--- config.mk ---
export PLATFORM = sky130hd
export DESIGN_NAME = uthd_top
export DESIGN_NICKNAME = d
export VERILOG_FILES = /design/src/hdl/uthd_pkg.sv /design/src/hdl/uthd_baud.sv /design/src/hdl/uthd_fifo.sv /design/src/hdl/uthd_top.sv
export SDC_FILE = /design/constraint.sdc
export NUM_CORES = 1
export LEC_CHECK = 0
export BUFFER_PORTS_ARGS = -buffer_cell sky130_fd_sc_hd__buf_2
export CAP_MARGIN = 20
export CORE_ASPECT_RATIO = 0.9
export CORE_UTILIZATION = 60
export DETAILED_ROUTE_END_ITERATION = 6
export PLACE_DENSITY = 0.8
export RECOVER_POWER = 25
export REMOVE_ABC_BUFFERS = 1
export SETUP_SLACK_MARGIN = 0.1
export SLEW_MARGIN = 20
export SYNTH_ARGS = -nofsm -noshare
export SYNTH_HDL_FRONTEND = slang
export SYNTH_SLANG_ARGS = --single-unit
--- constraint.sdc ---
create_clock -name clk_i -period 7.87 [get_ports clk_i]
set_input_delay 1.574 -clock clk_i [delete_from_list [all_inputs] [get_ports clk_i]]
set_output_delay 1.574 -clock clk_i [all_outputs]
set_load 0.02 [all_outputs]
--- src/hdl/uthd_pkg.sv ---
// uthd_pkg: register map, field positions, reset values and state codes
// of the uart transmit-halt / dma-acknowledge / fractional-divisor block.
// assumes a 32-bit byte-addressed register port; every offset is word aligned.
package uthd_pkg;

   // register byte addresses
   localparam logic [31:0] UTHD_BUF_ADDR   = 32'h5002_0000; // rx data / tx push / divisor low
   localparam logic [31:0] UTHD_DIVHI_ADDR = 32'h5002_0004; // divisor high byte
   localparam logic [31:0] UTHD_FCR_ADDR   = 32'h5002_0008; // fifo enable
   localparam logic [31:0] UTHD_LCR_ADDR   = 32'h5002_000C; // divisor access bit
   localparam logic [31:0] UTHD_LSR_ADDR   = 32'h5002_0014; // line status
   localparam logic [31:0] UTHD_HTX_ADDR   = 32'h5002_00A4; // transmit_halt_control
   localparam logic [31:0] UTHD_DMASA_ADDR = 32'h5002_00A8; // dma_software_acknowledge
   localparam logic [31:0] UTHD_DLF_ADDR   = 32'h5002_00C0; // divisor_fraction
   localparam logic [31:0] UTHD_UCV_ADDR   = 32'h5002_00F8; // component_version
   localparam logic [31:0] UTHD_CTR_ADDR   = 32'h5002_00FC; // component_type

   // field positions
   localparam int UTHD_HALT_BIT     = 0;
   localparam int UTHD_ACK_BIT      = 0;
   localparam int UTHD_FIFO_EN_BIT  = 0;
   localparam int UTHD_DAB_BIT      = 7;
   localparam int UTHD_FRAC_MSB     = 3;
   localparam int UTHD_LSR_RDY_BIT  = 0;
   localparam int UTHD_LSR_EMPT_BIT = 5;
   localparam int UTHD_LSR_IDLE_BIT = 6;

   // widths and reset values
   localparam int         UTHD_FRAC_W     = 4;
   localparam int         UTHD_DIV_W      = 16;
   localparam logic [7:0] UTHD_BYTE_RESET = 8'h00;
   localparam logic [3:0] UTHD_FRAC_RESET = 4'h0;
   localparam logic [31:0] UTHD_ZERO_WORD = 32'h0000_0000;

   // bit timing: sixteen sample ticks per bit
   localparam logic [3:0] UTHD_SUB_LAST   = 4'hF;
   localparam logic [3:0] UTHD_SUB_MID    = 4'h7;
   localparam logic [2:0] UTHD_DATA_LAST  = 3'h7;
   localparam logic [3:0] UTHD_RX_FIRST   = 4'h1;
   localparam logic [3:0] UTHD_RX_STOP    = 4'h9;

   // transmit sequencer states
   typedef enum logic [3:0] {
      UTHD_TX_IDLE  = 4'b0001,
      UTHD_TX_START = 4'b0010,
      UTHD_TX_DATA  = 4'b0100,
      UTHD_TX_STOP  = 4'b1000
   } uthd_tx_state_type;

endpackage : uthd_pkg

--- src/hdl/uthd_baud.sv ---
// uthd_baud: sixteen-times sample tick from integer divisor plus fraction/16.
// assumes the serial clock is the block clock; divisor zero stops the ticks.
`timescale 1ns/1ps
`default_nettype none
module uthd_baud
   import uthd_pkg::*;
(
   // clock, reset, enable
   input  wire logic                    clk_i,
   input  wire logic                    reset_i,
   input  wire logic                    ce_i,
   // divisor setting
   input  wire logic [UTHD_DIV_W-1:0]   div_i,
   input  wire logic [UTHD_FRAC_W-1:0]  frac_i,
   // one-cycle sample tick
   output logic                         tick_o
);
   typedef struct packed {
      logic [UTHD_DIV_W-1:0]  cnt;
      logic [UTHD_FRAC_W-1:0] acc;
      logic                   tick;
   } uthd_baud_state_type;

   uthd_baud_state_type q, d;
   logic [UTHD_FRAC_W:0] sum;

   // fraction accumulator stretches every period whose sum carries, so the
   // mean period is div + frac/16 clocks at the cost of one-cycle jitter
   always_comb
   begin
      d      = q;
      d.tick = 1'b0;
      sum    = {1'b0, q.acc} + {1'b0, frac_i};
      if (div_i == '0)
      begin
         d.cnt = '0;
      end
      else if (q.cnt == '0)
      begin
         d.acc  = sum[UTHD_FRAC_W-1:0];                                // RL5
         d.cnt  = div_i - 16'h0001 + {15'h0000, sum[UTHD_FRAC_W]};     // RL5
         d.tick = 1'b1;
      end
      else
      begin
         d.cnt = q.cnt - 16'h0001;
      end
   end

   always_ff @(posedge clk_i or posedge reset_i)
   begin
      if (reset_i)   q <= '0;
      else if (ce_i) q <= d;
   end

   assign tick_o = q.tick;

   // helper: cycles since the previous tick, valid once settings held still
   logic [UTHD_DIV_W:0]    gap_q;
   logic                   seen_q;
   logic [UTHD_DIV_W-1:0]  div_last_q;
   logic [UTHD_FRAC_W-1:0] frac_last_q;
   always_ff @(posedge clk_i or posedge reset_i)
   begin
      if (reset_i)
      begin
         gap_q       <= '0;
         seen_q      <= 1'b0;
         div_last_q  <= '0;
         frac_last_q <= '0;
      end
      else if (ce_i)
      begin
         div_last_q  <= div_i;
         frac_last_q <= frac_i;
         gap_q       <= q.tick ? 17'h00001 : gap_q + 17'h00001;
         if (div_i != div_last_q || frac_i != frac_last_q) seen_q <= 1'b0;
         else if (q.tick)                                  seen_q <= 1'b1;
      end
   end
endmodule : uthd_baud
`default_nettype wire

--- src/hdl/uthd_fifo.sv ---
// uthd_fifo: transmit character fifo, show-ahead read port.
// assumes DEPTH is a power of two; push when full and pop when empty are dropped.
`timescale 1ns/1ps
`default_nettype none
module uthd_fifo #(
   parameter int WIDTH = 8,
   parameter int DEPTH = 16
) (
   // clock, reset, enable
   input  wire logic                         clk_i,
   input  wire logic                         reset_i,
   input  wire logic                         ce_i,
   // control
   input  wire logic                         clr_i,
   input  wire logic                         push_i,
   input  wire logic [WIDTH-1:0]             wdata_i,
   input  wire logic                         pop_i,
   // status and head
   output logic      [WIDTH-1:0]             rdata_o,
   output logic                              empty_o,
   output logic                              full_o,
   output logic      [$clog2(DEPTH+1)-1:0]   level_o
);
   localparam int AW = $clog2(DEPTH);
   localparam int CW = $clog2(DEPTH+1);

   typedef struct packed {
      logic [AW-1:0] wr_ptr;
      logic [AW-1:0] rd_ptr;
      logic [CW-1:0] count;
   } uthd_fifo_state_type;

   uthd_fifo_state_type q, d;
   logic [WIDTH-1:0] mem [DEPTH];
   logic             do_push;
   logic             do_pop;

   // pointer and level bookkeeping; clear wins over everything
   always_comb
   begin
      d       = q;
      do_push = push_i && !full_o && !clr_i;
      do_pop  = pop_i && !empty_o && !clr_i;
      if (clr_i)
      begin
         d = '0;
      end
      else
      begin
         if (do_push) d.wr_ptr = q.wr_ptr + 1'b1;
         if (do_pop)  d.rd_ptr = q.rd_ptr + 1'b1;
         d.count = q.count + CW'(do_push) - CW'(do_pop);
      end
   end

   always_ff @(posedge clk_i or posedge reset_i)
   begin
      if (reset_i)   q <= '0;
      else if (ce_i) q <= d;
   end

   // storage needs no reset; only written slots are ever read
   always_ff @(posedge clk_i)
   begin
      if (ce_i && do_push) mem[q.wr_ptr] <= wdata_i;
   end

   assign rdata_o = mem[q.rd_ptr];
   assign empty_o = (q.count == '0);
   assign full_o  = (q.count == CW'(DEPTH));
   assign level_o = q.count;

endmodule : uthd_fifo
`default_nettype wire

--- src/hdl/uthd_top.sv ---
// uthd_top: uart core with transmit halt, dma software acknowledge and
// fractional baud divisor, reached over a plain address/strobe register port.
// assumes strobes one cycle wide and synchronous rxd; read data valid one cycle later.
// Notes on behaviour
// RL1: halt bit set with fifos enabled stops new characters from starting.
// RL2: with fifos disabled the halt bit has no effect at all.
// RL3: writing one to the acknowledge bit drops all four dma request lines.
// RL4: acknowledge bit clears itself, is write only, always reads zero.
// RL5: fraction field over sixteen is added to the sixteen-bit integer divisor.
// RL6: baud is clock over sixteen times divisor; divisor low needs access bit.
// RL7: while halted, fifo keeps filling, receiver runs, sending resumes on clear.
`timescale 1ns/1ps
`default_nettype none
module uthd_top
   import uthd_pkg::*;
#(
   parameter int          FIFO_DEPTH   = 16,
   parameter logic [31:0] VERSION_CODE = 32'h0000_0100, // arbitrary value
   parameter logic [31:0] TYPE_CODE    = 32'h0000_0200  // arbitrary value
) (
   // clock, reset, enable
   input  wire logic        clk_i,
   input  wire logic        reset_i,
   input  wire logic        ce_i,
   // register port
   input  wire logic [31:0] addr_i,
   input  wire logic [31:0] wdata_i,
   input  wire logic        we_i,
   input  wire logic        re_i,
   output logic      [31:0] rdata_o,
   // serial line
   input  wire logic        rxd_i,
   output logic             txd_o,
   // dma handshake lines, active high
   output logic             dma_tx_req_o,
   output logic             dma_tx_single_o,
   output logic             dma_rx_req_o,
   output logic             dma_rx_single_o
);
   localparam int CW = $clog2(FIFO_DEPTH+1);

   typedef struct packed {
      uthd_tx_state_type tx_st;
      logic [3:0]        tx_sub;
      logic [2:0]        tx_bit;
      logic [7:0]        tx_shift;
      logic              rx_busy;
      logic [3:0]        rx_sub;
      logic [3:0]        rx_bit;
      logic [7:0]        rx_shift;
      logic [7:0]        rx_data;
      logic              rx_ready;
      logic [7:0]        dll;
      logic [7:0]        div_hi;
      logic              dab;
      logic              fifo_en;
      logic              halt;
      logic [3:0]        frac;
      logic              tx_sup;
      logic              rx_sup;
      logic [31:0]       rdata;
      logic              txd;
      logic              tx_req;
      logic              tx_single;
      logic              rx_req;
      logic              rx_single;
   } uthd_state_type;

   localparam uthd_state_type RESET_STATE = '{
      tx_st: UTHD_TX_IDLE, tx_sub: '0, tx_bit: '0, tx_shift: UTHD_BYTE_RESET,
      rx_busy: 1'b0, rx_sub: '0, rx_bit: '0, rx_shift: UTHD_BYTE_RESET,
      rx_data: UTHD_BYTE_RESET, rx_ready: 1'b0, dll: UTHD_BYTE_RESET,
      div_hi: UTHD_BYTE_RESET, dab: 1'b0, fifo_en: 1'b0, halt: 1'b0,
      frac: UTHD_FRAC_RESET, tx_sup: 1'b0, rx_sup: 1'b0, rdata: UTHD_ZERO_WORD,
      txd: 1'b1, tx_req: 1'b0, tx_single: 1'b0, rx_req: 1'b0, rx_single: 1'b0};

   uthd_state_type q, d;
   logic           tick;
   logic           push;
   logic           pop;
   logic           clr;
   logic           ack;
   logic           halted;
   logic [7:0]     fifo_head;
   logic           fifo_empty;
   logic           fifo_full;
   logic [CW-1:0]  fifo_level;

   // transmit character store
   uthd_fifo #(
      .WIDTH (8),
      .DEPTH (FIFO_DEPTH)
   ) u_fifo (
      .clk_i   (clk_i),
      .reset_i (reset_i),
      .ce_i    (ce_i),
      .clr_i   (clr),
      .push_i  (push),
      .wdata_i (wdata_i[7:0]),
      .pop_i   (pop),
      .rdata_o (fifo_head),
      .empty_o (fifo_empty),
      .full_o  (fifo_full),
      .level_o (fifo_level)
   );

   // sample tick from divisor high/low plus fraction
   uthd_baud u_baud (
      .clk_i   (clk_i),
      .reset_i (reset_i),
      .ce_i    (ce_i),
      .div_i   ({q.div_hi, q.dll}),                                    // RL6
      .frac_i  (q.frac),                                               // RL5
      .tick_o  (tick)
   );

   // halt only counts while fifos are on
   assign halted = q.fifo_en && q.halt;                                // RL1 RL2

   // next state: register port first, then line engines, then dma lines
   always_comb
   begin
      d       = q;
      push    = 1'b0;
      pop     = 1'b0;
      clr     = 1'b0;
      ack     = 1'b0;
      d.rdata = UTHD_ZERO_WORD;

      // register writes
      if (we_i)
      begin
         case (addr_i)
            UTHD_BUF_ADDR:
               if (q.dab) d.dll = wdata_i[7:0];                        // RL6
               else       push  = 1'b1;                                // RL7
            UTHD_DIVHI_ADDR:
               if (q.dab) d.div_hi = wdata_i[7:0];
            UTHD_FCR_ADDR:
            begin
               d.fifo_en = wdata_i[UTHD_FIFO_EN_BIT];
               clr       = q.fifo_en && !wdata_i[UTHD_FIFO_EN_BIT];
            end
            UTHD_LCR_ADDR:   d.dab  = wdata_i[UTHD_DAB_BIT];
            UTHD_HTX_ADDR:   d.halt = wdata_i[UTHD_HALT_BIT];           // RL1
            UTHD_DMASA_ADDR: ack    = wdata_i[UTHD_ACK_BIT];            // RL3 RL4
            UTHD_DLF_ADDR:   d.frac = wdata_i[UTHD_FRAC_MSB:0];         // RL5
            default: ;
         endcase
      end

      // register reads, answered in the following cycle only
      if (re_i)
      begin
         case (addr_i)
            UTHD_BUF_ADDR:
               if (q.dab) d.rdata = {24'h000000, q.dll};                // RL6
               else
               begin
                  d.rdata    = {24'h000000, q.rx_data};
                  d.rx_ready = 1'b0;
               end
            UTHD_DIVHI_ADDR: if (q.dab) d.rdata = {24'h000000, q.div_hi};
            UTHD_FCR_ADDR: d.rdata[UTHD_FIFO_EN_BIT] = q.fifo_en;
            UTHD_LCR_ADDR: d.rdata[UTHD_DAB_BIT] = q.dab;
            UTHD_LSR_ADDR:
            begin
               d.rdata[UTHD_LSR_RDY_BIT]  = q.rx_ready;
               d.rdata[UTHD_LSR_EMPT_BIT] = fifo_empty;
               d.rdata[UTHD_LSR_IDLE_BIT] = fifo_empty && q.tx_st == UTHD_TX_IDLE;
            end
            UTHD_HTX_ADDR: d.rdata[UTHD_HALT_BIT] = q.halt;
            UTHD_DLF_ADDR: d.rdata[UTHD_FRAC_MSB:0] = q.frac;
            UTHD_UCV_ADDR: d.rdata = VERSION_CODE;
            UTHD_CTR_ADDR: d.rdata = TYPE_CODE;
            default: ;                                                 // acknowledge reads zero RL4
         endcase
      end

      // transmitter: eight data bits, no parity, one stop bit
      unique case (q.tx_st)
         UTHD_TX_IDLE:
            if (!fifo_empty && !halted)                                // RL1 RL2 RL7
            begin
               pop        = 1'b1;
               d.tx_shift = fifo_head;
               d.tx_st    = UTHD_TX_START;
               d.tx_sub   = '0;
               d.tx_bit   = '0;
               d.txd      = 1'b0;
            end
         UTHD_TX_START:
            if (tick)
            begin
               d.tx_sub = q.tx_sub + 4'h1;
               if (q.tx_sub == UTHD_SUB_LAST)
               begin
                  d.tx_st = UTHD_TX_DATA;
                  d.txd   = q.tx_shift[0];
               end
            end
         UTHD_TX_DATA:
            if (tick)
            begin
               d.tx_sub = q.tx_sub + 4'h1;
               if (q.tx_sub == UTHD_SUB_LAST)
               begin
                  d.tx_shift = {1'b0, q.tx_shift[7:1]};
                  d.tx_bit   = q.tx_bit + 3'h1;
                  if (q.tx_bit == UTHD_DATA_LAST)
                  begin
                     d.tx_st = UTHD_TX_STOP;
                     d.txd   = 1'b1;
                  end
                  else
                  begin
                     d.txd = q.tx_shift[1];
                  end
               end
            end
         UTHD_TX_STOP:
            if (tick)
            begin
               d.tx_sub = q.tx_sub + 4'h1;
               if (q.tx_sub == UTHD_SUB_LAST) d.tx_st = UTHD_TX_IDLE;
            end
      endcase

      // receiver keeps running regardless of halt; a false start is dropped
      if (!q.rx_busy)
      begin
         if (!rxd_i)                                                   // RL7
         begin
            d.rx_busy = 1'b1;
            d.rx_sub  = '0;
            d.rx_bit  = '0;
         end
      end
      else if (tick)
      begin
         d.rx_sub = q.rx_sub + 4'h1;
         if (q.rx_bit == '0 && q.rx_sub == UTHD_SUB_MID)
         begin
            d.rx_sub  = '0;
            d.rx_bit  = UTHD_RX_FIRST;
            d.rx_busy = !rxd_i;
         end
         else if (q.rx_bit != '0 && q.rx_sub == UTHD_SUB_LAST)
         begin
            d.rx_bit = q.rx_bit + 4'h1;
            if (q.rx_bit == UTHD_RX_STOP)
            begin
               d.rx_busy = 1'b0;
               if (rxd_i)
               begin
                  // new byte beats a same-cycle read clear
                  d.rx_data  = q.rx_shift;
                  d.rx_ready = 1'b1;
                  d.rx_sup   = 1'b0;
               end
            end
            else
            begin
               d.rx_shift = {rxd_i, q.rx_shift[7:1]};
            end
         end
      end

      // dma lines: rearm on next push or byte, acknowledge overrides both
      if (push) d.tx_sup = 1'b0;
      if (ack)
      begin
         d.tx_sup = 1'b1;                                              // RL3
         d.rx_sup = 1'b1;                                              // RL3
      end
      d.tx_single = !d.tx_sup && !fifo_full;
      d.tx_req    = !d.tx_sup && fifo_level <= CW'(FIFO_DEPTH / 2);
      d.rx_single = !d.rx_sup && d.rx_ready;
      d.rx_req    = !d.rx_sup && d.rx_ready;
   end

   // single state register; enable low freezes everything
   always_ff @(posedge clk_i or posedge reset_i)
   begin
      if (reset_i)   q <= RESET_STATE;
      else if (ce_i) q <= d;
   end

   assign rdata_o         = q.rdata;
   assign txd_o           = q.txd;
   assign dma_tx_req_o    = q.tx_req;
   assign dma_tx_single_o = q.tx_single;
   assign dma_rx_req_o    = q.rx_req;
   assign dma_rx_single_o = q.rx_single;
endmodule : uthd_top
`default_nettype wire

==> metrics.cfg <==
[sta]
max_freq_mhz=232
tns_ps=0
worst_slack_ps=3560
grt_setup_unrepaired=no
skew_ps=7.77
period_share_pct=54.8
drv_slew=0
worst_slew_pin_slew_ps=1160
max_slew_margin_pct=22.6
finalSetupViolations=0
hold_violations=0
finalCriticalPeriod_ps=4310

[critical_path]
cpMaxStageDelayCell=or4b_2
cp-start-kind=input pin
path_max_fanout=21
r2r_start=q[103]$_DFFE_PP1P_
reg2reg_slack_ps=4290
endpoint_kind=flip-flop
worstPathArrival_ps=4690
slowest_delay_ps=760
crit_chain=buf_2 > or4b_2 > nor3b_2 > a31oi_1 > ha_1 > inv_1 > ha_1 > fa_1 > a21oi_1 > nor2_1 > nor2_1 > xnor2_1 > o22ai_1
worstSetupPathType=input pin to flip-flop
reg2reg_depth=12
regToRegEndpoint=u_fifo.level_o[4]$_DFFE_PP0P_
required_ps=8250

[cells_and_area]
nets=1103
regArea_sq_um=6800
fin_cells=1277
diodes=0
fillCellCount=1354
multi_input_area_sq_um=4850
drive_gt1_share_pct=21.1
syn_to_final_growth_pct=9.31

[outcome]
status=finished with violations
violations=DRC

[floorplan]
core_area_sq_um=19900
die_x_microns=152
initial_utilization_pct=61.0
die_y_microns=137
num_rows=49
ios=107
die_area_sq_um=20800

[hold_path]
hp-class=flip-flop to flip-flop
holdPathEnd=txd_o$_DFFE_PP1P_
hold_path_depth=2
worst_hold_startpoint=txd_o$_DFFE_PP1P_

[place]
hpwl_microns=17100
place.gp.congestion=0.873
dp_slack_ps=3090
placedCellCount=1231
portBuffers=60

[clock_tree]
clk_pin_slew_ps=60
cts_inserted_buffers=25
cts.htree.levels=1
cts_tree=done
cts_setup_buffers=0
ctsResizeCount=0
clk_latency_ps=520
cts.sink_count=246
cts_hold_buf=0
clockBufferDepth=3
root_buffer=clkbuf_16

[yosys]
synthArstFlopShare_pct=48.0
yosysSeqAreaShare_pct=55.9
ys_top_cells_by_area=edfxtp_1 32%, dfrtp_1 24%, mux4_2 6.1%
avgSynthCellArea_sq_um=12.7
ys_seq_elements=246
yosysWarnings=0
synthCells=954
ys_dominant_reg_cell=edfxtp_1
yosysTopAreaCellShare_pct=31.6
synth_edf_count=128
yosysUniqueCellTypes=84
synthesis.area_sq_um=12200
yosysTopAreaCell=edfxtp_1

[drt]
routed_wl_microns=26300
drc=15
vias=8129
drt-initial-drc-count=687
wl_per_cell_microns=20.6
ant_nets=0
drt_first_pass_iters=7
viasPerCell=6.37

[power_and_ir_drop]
total_power_mw=2.68
p_per_area_nw_per_um2=202
ir_drop_mv=0.171
leakage_nw=5.27

[run]
drv_cap=0

[global_routing]
antenna_found_initial=0
grt_pass1_vias=7653
grt_pass1_wl_microns=41200
grt_max_degree=72
track_usage_pct=25.5
grt-ovfl-total=0

==> per-layer routing <==
metal / part of all wire (%) / GRT usage, % / up-vias
met5: 0 / 0 / -
met2: 48 / 41.5 / 296
met4: 1.9 / 7.26 / 0
met3: 6.1 / 3.61 / 42
met1: 44 / 36.3 / 4086
li1: - / - / 3705
==> logic make-up (layout without fill, tap and decap cells) <==
group,after synthesis,after routing,share of synthesized area [%]
AO/OA/AOI/OAI,191,191,10.4
XOR/XNOR,22,22,1.58
AND/OR/NAND/NOR,265,265,13.0
flip-flops,246,246,55.9
other,1,22,0.0308
multiplexers,86,86,10.9
adder cells (fa/ha/maj),30,30,3.21
buffers and inverters,113,160,4.92
==> cells in the mapped netlist, types with 8 or more instances <==
master	n
a21o_1	8
a21oi_1	47
a22o_1	8
a22oi_1	16
buf_2	8
buf_4	33
clkbuf_1	27
dfrtp_1	116
edfxtp_1	128
ha_1	28
inv_1	37
mux2_2	36
mux2i_1	10
mux4_2	33
nand2_1	46
nand3_1	26
nand4_1	11
nor2_1	53
nor3_1	23
nor4_1	25
nor4b_1	8
o21ai_0	45
o22ai_1	10
o2bb2ai_1	16
xnor2_1	15
==> per-stage QoR <==
step                hold slack, ps  instance area, sq um  util [%]
floorplan                      454                 11800         -
global placement               461                 12500      62.9
detailed placement             469                 12500      62.9
CTS                            479                 13300      66.8
global route                   495                 13300      66.7
finish                         473                 13300      66.7
==> report_power, final <==
group          switching [mW]  total, mW  internal, mW
Combinational           0.117      0.185        0.0687
Sequential             0.0111       1.38          1.37
Clock                   0.483       1.11         0.629
==> worst max-delay path by stage <==
| stage | slack [ps] | cells past startpoint | from | to |
|---|---|---|---|---|
| floorplan | 3170 | 1 | reset_i | dma_rx_single_o$_DFFE_PP0P_ |
| global placement | 3090 | 13 | addr_i[2] | u_fifo.level_o[4]$_DFFE_PP0P_ |
| detailed placement | 3090 | 13 | addr_i[2] | u_fifo.level_o[4]$_DFFE_PP0P_ |
| CTS | 3620 | 13 | addr_i[2] | u_fifo.level_o[4]$_DFFE_PP0P_ |
| global route | 3440 | 6 | addr_i[2] | u_fifo.mem[13][4]$_DFFE_PP_ |
| finish | 3560 | 13 | addr_i[2] | u_fifo.level_o[4]$_DFFE_PP0P_ |
==> cells in the final DEF, fill, tap and decap left out, types with 7 or more instances in the layout <==
cell type  Yosys  final
inv_1         37     36
mux2_1         7      7
o2bb2ai_1     16     16
clkbuf_1      27     14
dfrtp_1      116    115
a22o_1         8      8
conb_1         1     22
a22oi_1       16     16
xor2_1         7      7
buf_4         33     17
nand4_1       11     11
nand2_1       46     46
mux2i_1       10     10
mux2_2        36     36
ha_1          28     28
o22ai_1       10     10
nor4_1        25     25
clkbuf_16      0     25
o21ai_0       45     45
buf_2          8     52
xnor2_1       15     15
mux4_2        33     33
a21oi_1       47     47
nand3_1       26     26
nor3_1        23     23
nor2_1        53     53
edfxtp_1     128    128
nor4b_1        8      7
a21o_1         8      8
==> final cells by class <==
| type | count | area share, % |
|---|---|---|
| inverter | 37 | 1.06 |
| clock inverter | 14 | 0.781 |
| multi-input combinational | 616 | 36.5 |
| tap | 255 | 2.40 |
| clock buffer | 32 | 4.98 |
| sequential | 246 | 51.2 |
| timing repair buffer | 77 | 3.14 |
==> registers in the layout, summed over array words and instances (netlist names), 5 cells and up <==
signal,count
u_fifo.q,8
u_fifo.level_o,5
u_fifo.mem,128
rdata_o,10
u_baud.q,20
q,70
==> worst max-delay path: cells and delay by family <==
family | cells | cell delay [ps]
AOI/OAI and AO/OA | 3 | 370
adders and majority gates | 3 | 940
buffers and inverters | 2 | 260
and+or+nand+nor | 4 | 1380
xor gates and xnor gates | 1 | 130
Note: power is estimated with default switching activity, not from simulation.
